File: config.mk
export PLATFORM = sky130hd
export DESIGN_NAME = sfs_device_flat
export DESIGN_NICKNAME = d
export VERILOG_FILES = /design/src/sfs_pkg.sv /design/src/sfs_link_if.sv /design/src/sfs_device.sv /design/src/flat_wrapper.sv
export VERILOG_INCLUDE_DIRS = /design/src /design/src/src
export SDC_FILE = /design/constraint.sdc
export NUM_CORES = 1
export LEC_CHECK = 0
export BUFFER_PORTS_ARGS = -buffer_cell sky130_fd_sc_hd__buf_2
export CAP_MARGIN = 10
export CORE_MARGIN = 5
export CORE_UTILIZATION = 54
export DETAILED_ROUTE_END_ITERATION = 10
export PLACE_DENSITY_LB_ADDON = 0.12
export SETUP_SLACK_MARGIN = 0.05
export SLEW_MARGIN = 10
export SYNTH_ARGS = -nofsm -noshare
export SYNTH_HDL_FRONTEND = slang
export SYNTH_SLANG_ARGS = --single-unit
File: constraint.sdc
create_clock -name REF_CLK -period 2.25 [get_ports REF_CLK]
set_input_delay 0.45 -clock REF_CLK [delete_from_list [all_inputs] [get_ports REF_CLK]]
set_output_delay 0.45 -clock REF_CLK [all_outputs]
set_load 0.05 [all_outputs]
File: src/sfs_defs.svh
`ifndef SFS_DEFS_SVH
`define SFS_DEFS_SVH

// clock rate
`define SFS_CLK_MHZ       100
`define SFS_CLK_NS        10

// serial word
`define SFS_WORD_BITS     8
`define SFS_CNT_W         4

// command address field, d6:d4
`define SFS_ADDR_HI       6
`define SFS_ADDR_LO       4
`define SFS_WD_BIT        7
`define SFS_A_STATUS      3'h0
`define SFS_A_OUTCTL      3'h1
`define SFS_A_TRIP        3'h2
`define SFS_A_QUAL        3'h3
`define SFS_A_SUPPLY      3'h6

// data fields
`define SFS_OUT_SPI_BIT   0
`define SFS_HIGH_SEL_BIT  3
`define SFS_LOW_SEL_HI    2
`define SFS_QUAL_SEL_HI   1
`define SFS_UV_OFF_BIT    1

// fault byte
`define SFS_F_LOW_OC      0
`define SFS_F_HIGH_OC     1
`define SFS_F_UV          2
`define SFS_F_GND         3
`define SFS_F_OUT_ON      7

// low trip qualify time choices, in microseconds
`define SFS_QUAL_US0      150
`define SFS_QUAL_US1      10
`define SFS_QUAL_US2      1000
`define SFS_QUAL_US3      1200

// host serial clock half period
`define SFS_SCLK_HALF_NS  80

// host apb map
`define SFS_REG_TXDATA    8'h00
`define SFS_REG_RXDATA    8'h04
`define SFS_REG_IRQ_STAT  8'h08
`define SFS_REG_IRQ_MASK  8'h0C
`define SFS_REG_STATUS    8'h10
`define SFS_IRQ_DONE      0
`define SFS_ST_BUSY       0

`endif

File: src/sfs_pkg.sv
package sfs_pkg;
  typedef enum logic [1:0] {
    SFS_IDLE  = 2'b00,
    SFS_LEAD  = 2'b01,
    SFS_SHIFT = 2'b10,
    SFS_TRAIL = 2'b11
  } sfs_host_state_e;
  typedef logic [7:0] sfs_byte_t;
endpackage

File: src/sfs_link_if.sv
`timescale 1ns/1ps
interface sfs_link_if;
  logic sclk;
  logic cs_n;
  logic si;
  logic so;
  logic so_oe;
  modport dev (
    input  sclk,
    input  cs_n,
    input  si,
    output so,
    output so_oe
  );
  modport host (
    output sclk,
    output cs_n,
    output si,
    input  so,
    input  so_oe
  );
endinterface

File: src/sfs_device.sv
// The APB interface to the registers and the address map were decided locally.
`timescale 1ns/1ps
`include "sfs_defs.svh"
module sfs_device
  import sfs_pkg::*;
#(
  parameter int QUAL_US0 = `SFS_QUAL_US0,
  parameter int QUAL_US1 = `SFS_QUAL_US1,
  parameter int QUAL_US2 = `SFS_QUAL_US2,
  parameter int QUAL_US3 = `SFS_QUAL_US3
) (
  input  wire logic       REF_CLK,
  input  wire logic       SRST,
  sfs_link_if.dev         LINK,
  input  wire logic [7:0] LOW_TRIP_HIT,
  input  wire logic [1:0] HIGH_TRIP_HIT,
  input  wire logic       SUPPLY_UV,
  input  wire logic       SUPPLY_POR,
  input  wire logic       GND_LOSS,
  input  wire logic       IN_PIN,
  output logic            OUT_ON,
  output logic            FAULT_FLAG_PIN_N
);

  localparam int TW = 24;
  localparam logic [TW-1:0] QUAL_CYC0 = TW'(QUAL_US0 * `SFS_CLK_MHZ);
  localparam logic [TW-1:0] QUAL_CYC1 = TW'(QUAL_US1 * `SFS_CLK_MHZ);
  localparam logic [TW-1:0] QUAL_CYC2 = TW'(QUAL_US2 * `SFS_CLK_MHZ);
  localparam logic [TW-1:0] QUAL_CYC3 = TW'(QUAL_US3 * `SFS_CLK_MHZ);

  // ----------------------------------------------------------------
  // input synchronisers
  // ----------------------------------------------------------------
  logic [16:0] meta_ff;
  logic [16:0] sync_ff;
  logic        sclk_d_ff;
  logic [7:0]  low_hit;
  logic [1:0]  high_hit;
  logic        uv;
  logic        por;
  logic        gnd;
  logic        in_pin;
  logic        sclk_s;
  logic        cs_n_s;
  logic        si_s;

  always_ff @(posedge REF_CLK) begin
    meta_ff   <= {LINK.sclk, LINK.cs_n, LINK.si, GND_LOSS, SUPPLY_POR, SUPPLY_UV,
                  IN_PIN, HIGH_TRIP_HIT, LOW_TRIP_HIT};
    sync_ff   <= meta_ff;
    sclk_d_ff <= sync_ff[16];
  end

  assign low_hit  = sync_ff[7:0];
  assign high_hit = sync_ff[9:8];
  assign in_pin   = sync_ff[10];
  assign uv       = sync_ff[11];
  assign por      = sync_ff[12];
  assign gnd      = sync_ff[13];
  assign si_s     = sync_ff[14];
  assign cs_n_s   = sync_ff[15];
  assign sclk_s   = sync_ff[16];

  // ----------------------------------------------------------------
  // serial link
  // ----------------------------------------------------------------
  logic       cs_n_d_ff;
  logic [7:0] rx_ff;
  logic [7:0] tx_ff;
  logic [`SFS_CNT_W-1:0] bits_ff;
  logic       sel_fault_ff;
  logic       so_ff;
  logic       so_oe_ff;
  logic       sclk_rise;
  logic       sclk_fall;
  logic       cs_fall;
  logic       cs_rise;
  logic       word_ok;
  sfs_byte_t  reply_now;

  always_comb reply_now = reply(sel_fault_ff);

  assign sclk_rise = !cs_n_s && sclk_s && !sclk_d_ff;
  assign sclk_fall = !cs_n_s && !sclk_s && sclk_d_ff;
  assign cs_fall   = cs_n_d_ff && !cs_n_s;
  assign cs_rise   = !cs_n_d_ff && cs_n_s;
  assign word_ok   = cs_rise && (bits_ff == `SFS_CNT_W'(`SFS_WORD_BITS));

  always_ff @(posedge REF_CLK) begin
    if (SRST) cs_n_d_ff <= 1'b1;
    else      cs_n_d_ff <= cs_n_s;
  end

  always_ff @(posedge REF_CLK) begin
    if (SRST) begin
      rx_ff   <= 8'h00;
      bits_ff <= '0;
    end else if (cs_fall) begin
      bits_ff <= '0;
    end else if (sclk_fall) begin
      rx_ff <= {rx_ff[6:0], si_s};
      if (bits_ff == `SFS_CNT_W'(`SFS_WORD_BITS))
        bits_ff <= `SFS_CNT_W'(1);
      else
        bits_ff <= bits_ff + `SFS_CNT_W'(1);
    end
  end

  // shift out on rise; msb first, input follows
  always_ff @(posedge REF_CLK) begin
    if (SRST) tx_ff <= 8'h00;
    else if (cs_fall) tx_ff <= reply_now;
    else if (sclk_rise) tx_ff <= {tx_ff[6:0], rx_ff[0]};
  end

  always_ff @(posedge REF_CLK) begin
    if (SRST) begin
      so_ff    <= 1'b0;
      so_oe_ff <= 1'b0;
    end else begin
      so_oe_ff <= !cs_n_s;
      // msb stands from select to the second rise, so the first fall sees it
      if (cs_fall) so_ff <= reply_now[7];
      else if (sclk_rise) so_ff <= tx_ff[7];
    end
  end

  assign LINK.so    = so_ff;
  assign LINK.so_oe = so_oe_ff;

  // ----------------------------------------------------------------
  // configuration written at select release
  // ----------------------------------------------------------------
  logic       out_spi_ff;
  logic [2:0] low_sel_ff;
  logic       high_sel_ff;
  logic [1:0] qual_sel_ff;
  logic       uv_off_ff;
  logic [2:0] addr;

  assign addr = rx_ff[`SFS_ADDR_HI:`SFS_ADDR_LO];

  always_ff @(posedge REF_CLK) begin
    if (SRST) begin
      out_spi_ff   <= 1'b0;
      low_sel_ff   <= 3'h0;
      high_sel_ff  <= 1'b0;
      qual_sel_ff  <= 2'h0;
      uv_off_ff    <= 1'b0;
      sel_fault_ff <= 1'b1;
    end else if (word_ok) begin
      unique case (addr)
        `SFS_A_STATUS: sel_fault_ff <= (rx_ff[2:0] == `SFS_A_STATUS);
        `SFS_A_OUTCTL: out_spi_ff <= rx_ff[`SFS_OUT_SPI_BIT];
        `SFS_A_TRIP: begin
          high_sel_ff <= rx_ff[`SFS_HIGH_SEL_BIT];
          low_sel_ff  <= rx_ff[`SFS_LOW_SEL_HI:0];
        end
        `SFS_A_QUAL: qual_sel_ff <= rx_ff[`SFS_QUAL_SEL_HI:0];
        `SFS_A_SUPPLY: begin
          if (rx_ff[`SFS_WD_BIT]) uv_off_ff <= rx_ff[`SFS_UV_OFF_BIT];
        end
        default: ;
      endcase
    end
  end

  // ----------------------------------------------------------------
  // protection
  // ----------------------------------------------------------------
  logic          cmd;
  logic          cmd_d_ff;
  logic          low_now;
  logic          high_now;
  logic [TW-1:0] qual_cnt_ff;
  logic [TW-1:0] qual_lim;
  logic          oc_low_ff;
  logic          oc_high_ff;
  logic          oc_off_seen_ff;
  logic          uv_latch_ff;
  logic          uv_live;
  logic          drive;

  assign cmd = in_pin || out_spi_ff;

  // one of eight low, one of two high
  assign low_now  = low_hit[low_sel_ff];
  assign high_now = high_hit[high_sel_ff];

  always_comb begin
    unique case (qual_sel_ff)
      2'h0: qual_lim = QUAL_CYC0;
      2'h1: qual_lim = QUAL_CYC1;
      2'h2: qual_lim = QUAL_CYC2;
      2'h3: qual_lim = QUAL_CYC3;
    endcase
  end

  always_ff @(posedge REF_CLK) begin
    if (SRST) cmd_d_ff <= 1'b0;
    else      cmd_d_ff <= cmd;
  end

  always_ff @(posedge REF_CLK) begin
    if (SRST || !low_now || !drive) qual_cnt_ff <= '0;
    else if (qual_cnt_ff != qual_lim) qual_cnt_ff <= qual_cnt_ff + TW'(1);
  end

  // off seen while latched, then on releases
  always_ff @(posedge REF_CLK) begin
    if (SRST) oc_off_seen_ff <= 1'b0;
    else if (!(oc_low_ff || oc_high_ff)) oc_off_seen_ff <= 1'b0;
    else if (!cmd) oc_off_seen_ff <= 1'b1;
  end

  always_ff @(posedge REF_CLK) begin
    if (SRST) oc_low_ff <= 1'b0;
    else if (drive && low_now && qual_cnt_ff == qual_lim) oc_low_ff <= 1'b1;
    else if (oc_off_seen_ff && cmd) oc_low_ff <= 1'b0;
  end

  always_ff @(posedge REF_CLK) begin
    if (SRST) oc_high_ff <= 1'b0;
    else if (drive && high_now) oc_high_ff <= 1'b1;
    else if (oc_off_seen_ff && cmd) oc_high_ff <= 1'b0;
  end

  assign uv_live = (uv || por) && !uv_off_ff;

  // recovery with command on holds until off
  always_ff @(posedge REF_CLK) begin
    if (SRST) uv_latch_ff <= 1'b0;
    else if (uv_live && cmd) uv_latch_ff <= 1'b1;
    else if (!cmd) uv_latch_ff <= 1'b0;
  end

  assign drive = cmd && !oc_low_ff && !oc_high_ff && !uv_live && !uv_latch_ff
                 && !por && !gnd;

  always_ff @(posedge REF_CLK) begin
    if (SRST) OUT_ON <= 1'b0;
    else      OUT_ON <= drive && !high_now;
  end

  // pin high below por level; low on undervolt
  always_ff @(posedge REF_CLK) begin
    if (SRST)     FAULT_FLAG_PIN_N <= 1'b1;
    else if (por) FAULT_FLAG_PIN_N <= 1'b1;
    else          FAULT_FLAG_PIN_N <= !(oc_low_ff || oc_high_ff || uv_live || uv_latch_ff);
  end

  // ----------------------------------------------------------------
  // fault register
  // ----------------------------------------------------------------
  logic [3:0] fault_ff;
  logic [3:0] fault_set;
  logic       fault_clr;

  assign fault_set = {gnd, uv_live, oc_high_ff, oc_low_ff};
  // cleared by the transfer that returned it
  assign fault_clr = word_ok && sel_fault_ff;

  // set wins over clear
  always_ff @(posedge REF_CLK) begin
    if (SRST)           fault_ff <= 4'h0;
    else if (fault_clr) fault_ff <= fault_set;
    else                fault_ff <= fault_ff | fault_set;
  end

  // reply byte selected by status command
  function automatic sfs_byte_t reply(input logic fsel);
    sfs_byte_t r;
    r = 8'h00;
    if (fsel) begin
      r[`SFS_F_LOW_OC]  = fault_ff[0];
      r[`SFS_F_HIGH_OC] = fault_ff[1];
      r[`SFS_F_UV]      = fault_ff[2];
      r[`SFS_F_GND]     = fault_ff[3];
      r[`SFS_F_OUT_ON]  = OUT_ON;
    end else begin
      r = {1'b0, uv_off_ff, qual_sel_ff, high_sel_ff, low_sel_ff};
    end
    return r;
  endfunction

endmodule

File: src/flat_wrapper.sv
// flat-port wrapper written by rule: the top's interface ports become plain ports
module sfs_device_flat import sfs_pkg::*;
#(
  parameter int QUAL_US0 = `SFS_QUAL_US0,
  parameter int QUAL_US1 = `SFS_QUAL_US1,
  parameter int QUAL_US2 = `SFS_QUAL_US2,
  parameter int QUAL_US3 = `SFS_QUAL_US3
)
  (REF_CLK, SRST, LOW_TRIP_HIT, HIGH_TRIP_HIT, SUPPLY_UV, SUPPLY_POR, GND_LOSS, IN_PIN, OUT_ON, FAULT_FLAG_PIN_N, LINK_sclk, LINK_cs_n, LINK_si, LINK_so, LINK_so_oe);
  sfs_link_if LINK_i ();
  input  wire logic REF_CLK;
  input  wire logic SRST;
  input  wire logic [7:0] LOW_TRIP_HIT;
  input  wire logic [1:0] HIGH_TRIP_HIT;
  input  wire logic SUPPLY_UV;
  input  wire logic SUPPLY_POR;
  input  wire logic GND_LOSS;
  input  wire logic IN_PIN;
  output logic OUT_ON;
  output logic FAULT_FLAG_PIN_N;
  input wire logic [$bits(LINK_i.sclk)-1:0] LINK_sclk;
  input wire logic [$bits(LINK_i.cs_n)-1:0] LINK_cs_n;
  input wire logic [$bits(LINK_i.si)-1:0] LINK_si;
  output wire logic [$bits(LINK_i.so)-1:0] LINK_so;
  output wire logic [$bits(LINK_i.so_oe)-1:0] LINK_so_oe;
  assign LINK_i.sclk = LINK_sclk;
  assign LINK_i.cs_n = LINK_cs_n;
  assign LINK_i.si = LINK_si;
  assign LINK_so = LINK_i.so;
  assign LINK_so_oe = LINK_i.so_oe;
  sfs_device #(.QUAL_US0(QUAL_US0), .QUAL_US1(QUAL_US1), .QUAL_US2(QUAL_US2), .QUAL_US3(QUAL_US3)) u_core (.REF_CLK(REF_CLK), .SRST(SRST), .LINK(LINK_i), .LOW_TRIP_HIT(LOW_TRIP_HIT), .HIGH_TRIP_HIT(HIGH_TRIP_HIT), .SUPPLY_UV(SUPPLY_UV), .SUPPLY_POR(SUPPLY_POR), .GND_LOSS(GND_LOSS), .IN_PIN(IN_PIN), .OUT_ON(OUT_ON), .FAULT_FLAG_PIN_N(FAULT_FLAG_PIN_N));
endmodule
==> flow_summary.toml, run 1 <==
[logic_synthesis]
synthSimpleGateAreaFrac = 0.2219
synth.cell_area_mm2 = 0.003817
syn_area_per_cell_um2 = 9.640
synth_fp_nets = 423
synthCells = 396
synth_area_leaders = "dfxtp_1, nor2_1, mux2i_1"
synth-xor-area-share = 0.05277
synthArstFlopShare = 0
synth_area_leader_cell = "dfxtp_1"
ys_seq_area_frac = 0.5297
ys_warn_count = 0
synthAdderAreaFrac = 0.02622
synth_compound_area_frac = 0.08391
synth_top_family_by_area = "simple AND/OR/NAND/NOR gates"
yosysTopAreaCellShare = 0.5297
synth_seq_cells = 101
synth_edf_count = 0
yosys-mux-area-fraction = 0.05408
synth_flop_cell = "dfxtp_1"
synth_cell_type_count = 45

[power_and_ir_drop]
powerDensity_mw_per_mm2 = 728.6
power_leakage_nw = 1.560
ir_worst_vdd_uv = 553.3

[timing]
worst_slew_pin_slew_ns = 0.5820
fmax_ghz = 0.4844
slew_headroom = 0.6120
setup_tns_ns = 0
fin_hold_ws_ns = 0.1727
finalCriticalPeriod_ns = 2.065
setup_viol = 0
rsz0062_at_grt = "yes"
finalWorstSetupSlack_ns = 0.1854
finalHoldViolCount = 0
worst_clock_skew_ns = 0.008327
period_share = 0.9176
slew_viol_final = 0

[cells_and_area]
area.sequential_mm2 = 0.002024
finish.instance_area_mm2 = 0.004254
multi_input_area_mm2 = 0.001678
fillCellCount = 622
area_growth_syn_to_layout_pct = 11.44
final_layout_size_suffix_gt1_frac = 0.1311
diodes = 0
instances_no_fill = 523
fin_nets = 449

[setup_path]
startpoint_type = "register"
crit_start = "u_core.qual_sel_ff[1]$_SDFFE_PP0P_"
path_class = "register to register"
crit_family = "compound AO/OA/AOI/OAI gates"
worstPathMaxFanout = 7
worstPathArrival_ns = 2.33
max_stage_delay_ns = 0.40
cp_num_buf_inv = 2
critPathRequiredTime_ns = 2.52
r2r-end = "u_core.qual_cnt_ff[2]$_SDFFE_PP0P_"
r2r-start = "u_core.qual_sel_ff[1]$_SDFFE_PP0P_"
cp-end-kind = "register"
r2r_setup_slack_ns = 0.19
path_cells = "inv_1, ha_1, or3b_1, a222oi_1, buf_4, nand3_1, o21ai_0, a21oi_1"
reg2reg_depth = 8
crit_slowest_cell = "dfxtp_2"

[placed_design]
portBuffers = 22
gp_congestion = 0.8246
place_worst_setup_slack_ns = 0.1326
hpwlAfterDp_um = 5008
post_dp_cell_area_mm2 = 0.004044
place_inst = 507

[clock_tree]
cts_buffers = 9
htree_levels = 3
cts_root_buffer = "clkbuf_8"
clock-sinks = 101
clockBufferDepth = 2
cts_setup_buffers = 0
path_clk_slew_ns = 0.11
cts_tree = "yes"
clk_latency_ns = 0.37

[floorplanning]
dieArea_mm2 = 0.008851
core.rowCount = 30
core_mm2 = 0.006832
die_y_um = 94.08
die_w_um = 94.08
floorplan.initialDensity = 0.5588
ioPinCount = 23

[grt]
antenna_found_initial = 0
grt_pass1_vias = 2677
grt_pass1_wl_um = 12250
grt-ovfl-total = 0
gr-usage-all-layers = 0.1752
grt_max_degree = 37

[min_path]
hold-path-endpoint = "u_core.meta_ff[5]$_DFF_P_"
hold_start = "LOW_TRIP_HIT[5]"
hp-class = "input port to register"
holdPathStages = 1

[outcome]
status = "finished, final reports clean"

[routing]
wire_per_inst_um = 13.31
drt_wl_total_um = 6961
drc_errors = 0
dr.pass1.iters = 4
drtIter0Drc = 88
avgViaCountPerCell = 5.319
vias = 2782
ant_nets = 0

[flow_run]
maxCapViolCount = 0
==> cells in the final DEF (no fill, tap or decap), types with 3 or more instances in the layout <==
cell      instances
nor2_1           52
or3_1             3
buf_2            22
nand3_1          17
ha_1              8
nand2_1          35
nand2b_1          5
xor2_1           17
inv_1            13
clkbuf_8         10
buf_4             9
nor3_1            6
nor3b_1           3
nand4b_1          3
a21oi_1          21
and3_1            4
nand3b_1          3
inv_6             3
xnor2_1           6
a211oi_1         12
mux2i_1          15
nand4_1           9
o21ai_0          10
nor4_1            3
dfxtp_1          99
nor2b_1           8
==> synthesized netlist by cell type (2+ instances only) <==
cell and instances:
or3b_1 2, or4_1 2, nand4b_1 3, buf_2 3, a211oi_1 12, a21oi_1 21, nand3b_1 3, nor3b_1 3
dfxtp_1 101, nor2_1 52, a31oi_1 2, nand2b_1 5, and3_1 4, inv_1 13, mux2i_1 15, nor2b_1 8
nor3_1 6, nor4_1 3, o21ai_0 10, xor2_1 17, or3_1 3, nand4_1 9, a211o_1 2, xnor2_1 6
mux4_2 2, and4_1 2, clkbuf_1 12, ha_1 8, nand2_1 35, nand3_1 17
==> metrics by stage <==
step           total power, mW    util
4_1_cts                  3.135  0.6220
2_1_floorplan            1.964       -
5_1_grt                  3.231  0.6227
6_report                 3.099  0.6227
3_5_place_dp             2.003  0.5919
3_3_place_gp             1.999  0.5919
==> power by group <==
part | internal, mW | switching (mW) | total, mW
combinational | 0.0421 | 0.0628 | 0.105
sequential | 1.84 | 0.0185 | 1.86
clock | 0.465 | 0.674 | 1.14
total | 2.34 | 0.755 | 3.10
==> per-layer routing <==
| layer | routed length (µm) | GRT usage | up-vias |
|---|---|---|---|
| met5 | 0 | 0 | - |
| met4 | 85 | 0.05656 | 0 |
| met3 | 369 | 0.05529 | 10 |
| met2 | 3112 | 0.2774 | 52 |
| met1 | 3393 | 0.2268 | 1304 |
| li1 | - | - | 1416 |
==> logic make-up (layout without fill, tap and decap cells) <==
group                      Yosys count  in the layout
AOI/OAI and AO/OA                   52             52
xor gates and xnor gates            23             23
adders and majority gates            8              8
buffers and inverters               29             60
DFF                                101            101
muxes                               18             18
and+or+nand+nor                    165            165
==> worst max-delay path by stage <==
stage / to / cells after the start / slack (ns)
after global routing: u_core.qual_cnt_ff[1]$_SDFFE_PP0P_ / 8 / 0.03
after detailed placement: u_core.qual_cnt_ff[2]$_SDFFE_PP0P_ / 8 / 0.13
after floorplan: u_core.qual_cnt_ff[13]$_SDFFE_PP0P_ / 6 / 0.15
after CTS: u_core.qual_cnt_ff[2]$_SDFFE_PP0P_ / 8 / 0.11
after global placement: u_core.qual_cnt_ff[13]$_SDFFE_PP0P_ / 7 / 0.16
final: u_core.qual_cnt_ff[2]$_SDFFE_PP0P_ / 8 / 0.19
==> worst reg2reg max path, stage by stage (launching register included) <==
cell	delay [ns]
dfxtp_2	0.40
inv_1	0.10
ha_1	0.29
or3b_1	0.35
a222oi_1	0.25
buf_4	0.19
nand3_1	0.11
o21ai_0	0.20
a21oi_1	0.08
==> registers in the layout, summed over array words and instances, names as in the netlist, 2 cells and up <==
signal and cells:
u_core.tx_ff 8, u_core.fault_ff 4, u_core.qual_cnt_ff 24, u_core.low_sel_ff 3, u_core.sync_ff 17, u_core.bits_ff 4, u_core.rx_ff 8, u_core.qual_sel_ff 2
u_core.meta_ff 17
==> what timing repair did <==
item                       in CTS  in global routing
hold buffers                    0                  0
setup endpoints to repair       0                  9
gates resized for setup         0                  3
==> cell type report <==
cell class	instances	area share
flip-flops and latches	101	0.4759
multi-input cells	266	0.3944
repair buffers	31	0.04176
clock buffers	10	0.03235
well taps	96	0.02824
clock inverters	6	0.01588
inverters	13	0.01147
(Power assumes the default switching activity.)
==> run 2: changes to the inputs <==
--- a/config.mk
+++ b/config.mk
@@ -11,6 +11,7 @@
 export CORE_MARGIN = 5
 export CORE_UTILIZATION = 54
 export DETAILED_ROUTE_END_ITERATION = 10
+export GPL_TIMING_DRIVEN = 0
 export PLACE_DENSITY_LB_ADDON = 0.12
 export SETUP_SLACK_MARGIN = 0.05
 export SLEW_MARGIN = 10
==> run 2 against run 1 <==
Against the previous run:
- routed wire length is 3.5% higher
- critical endpoint unchanged
- cell count is 1.5% higher
- die area stayed put
- critical path depth stayed put
- power is 1.8% lower
==> flow_summary.toml, run 2 (synthesized netlist as in run 1, its figures left out) <==
[cells_and_area]
top_register = "u_core.qual_cnt_ff"
final_layout_size_suffix_gt1_frac = 0.1195
area.sequential_mm2 = 0.002023
area_growth_syn_to_layout_pct = 11.70
largest_register_ffs = 24
reg_top3 = "u_core.qual_cnt_ff (24), u_core.meta_ff (17), u_core.sync_ff (17)"
fin_nets = 457
instances_no_fill = 531
diodes = 0
final_cell_mix = "dfxtp_1, nor2_1, nand2_1"
multi_input_area_mm2 = 0.001690
layout_commonest_cell = "dfxtp_1"
fillCellCount = 614

[power_and_ir_drop]
power_leakage_nw = 1.543
ir_worst_vdd_uv = 615.6
p_int_mw = 2.311
p_comb_frac = 0.034
p_clk_frac = 0.355
switching_share = 0.2403
fin_total_pwr_mw = 3.043
switchingPower_uw = 731.2
seq_power_share = 0.611
powerDensity_mw_per_mm2 = 713.6

[timing]
rsz0062_at_grt = "yes"
finalWorstSetupSlack_ns = 0.1048
finalCriticalPeriod_ns = 2.145
worst_clock_skew_ns = 0.006428
period_share = 0.9534
slew_headroom = 0.4024
worst_slew_pin_slew_ns = 0.8944
fmax_ghz = 0.4662
finalHoldViolCount = 0
slew_viol_final = 0
fin_hold_ws_ns = 0.1792
setup_tns_ns = 0
setup_viol = 0

[grt]
grt_pass1_vias = 2690
gr-usage-all-layers = 0.1796
grt-ovfl-total = 0
grt_max_degree = 20
grt_pass1_wl_um = 12430
antenna_found_initial = 0

[outcome]
status = "finished, final reports clean"

[flow_run]
maxCapViolCount = 0

[routing]
wire_per_inst_um = 13.56
avgViaCountPerCell = 5.232
drt_wl_total_um = 7203
ant_nets = 0
drc_errors = 0
vias = 2778
dr.pass1.iters = 4
drtIter0Drc = 126

[placed_design]
place_inst = 513
hpwlAfterDp_um = 5150
place_worst_setup_slack_ns = -0.2197
portBuffers = 21
gp_congestion = 0.8273

[floorplanning]
die_w_um = 94.08
ioPinCount = 23
core.rowCount = 30
floorplan.initialDensity = 0.5588
core_mm2 = 0.006832
dieArea_mm2 = 0.008851
die_y_um = 94.08

[clock_tree]
cts_tree = "yes"
cts_buffers = 9
path_clk_slew_ns = 0.10
ctsHoldBuffers = 0
htree_levels = 3
clock-sinks = 101
clk_latency_ns = 0.36
cts_root_buffer = "clkbuf_8"
clockBufferDepth = 2

[setup_path]
startpoint_type = "register"
critPathRequiredTime_ns = 2.51
worstPathMaxFanout = 5
r2r-start = "u_core.qual_sel_ff[0]$_SDFFE_PP0P_"
max_stage_delay_ns = 0.42
path_cells = "inv_1, ha_1, or3b_1, a222oi_1, buf_4, nand3_1, o21ai_0, a21oi_1"
crit_slowest_cell = "dfxtp_1"
r2r-end = "u_core.qual_cnt_ff[2]$_SDFFE_PP0P_"
path_class = "register to register"
worstPathArrival_ns = 2.41
cp-end-kind = "register"
r2r_setup_slack_ns = 0.10
reg2reg_depth = 8

[min_path]
hp-class = "input port to register"
hold_start = "LOW_TRIP_HIT[5]"
hold-path-endpoint = "u_core.meta_ff[5]$_DFF_P_"
holdPathStages = 1
==> run 2: cell types whose count changed in the layout (fill, tap and decap cells not counted) <==
cell      previous run  this run
inv_8                0         1
nor4_2               0         2
dfxtp_2              2         1
dfxtp_1             99       100
clkinv_8             2         1
clkbuf_1             0        13
clkbuf_8            10         9
buf_4                9         2
nor4_1               3         1
buf_2               22        24
buf_6                0         1
==> run 2: metrics by stage <==
stage                     utilization  area, µm²
final                          0.6242       4264
after global routing           0.6242       4264
after CTS                      0.6218       4248
after detailed placement       0.5918       4043
after global placement         0.5918       4043
after floorplan                     -       3817
==> run 2: layout make-up <==
type                            instances  share of cell area
Clock buffer                           10             0.02993
Clock inverter                          6             0.01467
Tap cell                               96             0.02817
Sequential cell                       101              0.4745
Buffer                                 16             0.01673
Timing Repair Buffer                   23             0.02817
Inverter                               13             0.01144
Multi-Input combinational cell        266              0.3964
==> run 2: metal layers <==
metal | part of all wire | global-route usage
met5 | 0 | 0
met4 | 0.014 | 0.06498
met3 | 0.038 | 0.05208
met2 | 0.46 | 0.2791
met1 | 0.49 | 0.2367
==> run 2: critical path: cells and delay by family, from the launching register on <==
family | cells | cell delay, ns
buffers and inverters | 2 | 0.29
AND/OR/NAND/NOR | 2 | 0.49
flip-flops | 1 | 0.42
AO/OA/AOI/OAI | 3 | 0.52
adder cells (fa/ha/maj) | 1 | 0.31
==> run 2: what timing repair did <==
item / CTS / global route
resized for setup: 0 / 4
pin swaps: 1 / 0
setup buffers: 2 / 0
setup endpoints to repair: 5 / 11
==> run 2: power by group through the flow <==
stage                     sequential (mW)  clock [mW]  combinational, mW
after floorplan                      1.91           0             0.0590
after global placement               1.90           0              0.101
after detailed placement             1.90           0              0.103
after CTS                            1.86        1.12              0.104
after global routing                 1.87        1.21              0.114
final                                1.86        1.08              0.103
==> run 2: how the worst max path moves through the flow <==
stage | startpoint | depth (start not counted) | slack, ns | endpoint
after detailed placement | u_core.qual_sel_ff[1]$_SDFFE_PP0P_ | 7 | -0.22 | u_core.qual_cnt_ff[2]$_SDFFE_PP0P_
final | u_core.qual_sel_ff[0]$_SDFFE_PP0P_ | 8 | 0.10 | u_core.qual_cnt_ff[2]$_SDFFE_PP0P_
after global routing | u_core.qual_sel_ff[1]$_SDFFE_PP0P_ | 8 | 0.03 | u_core.qual_cnt_ff[2]$_SDFFE_PP0P_
after floorplan | u_core.qual_sel_ff[1]$_SDFFE_PP0P_ | 6 | 0.15 | u_core.qual_cnt_ff[13]$_SDFFE_PP0P_
after global placement | u_core.qual_sel_ff[1]$_SDFFE_PP0P_ | 7 | -0.13 | u_core.qual_cnt_ff[1]$_SDFFE_PP0P_
after CTS | u_core.qual_sel_ff[1]$_SDFFE_PP0P_ | 8 | 0.06 | u_core.qual_cnt_ff[2]$_SDFFE_PP0P_
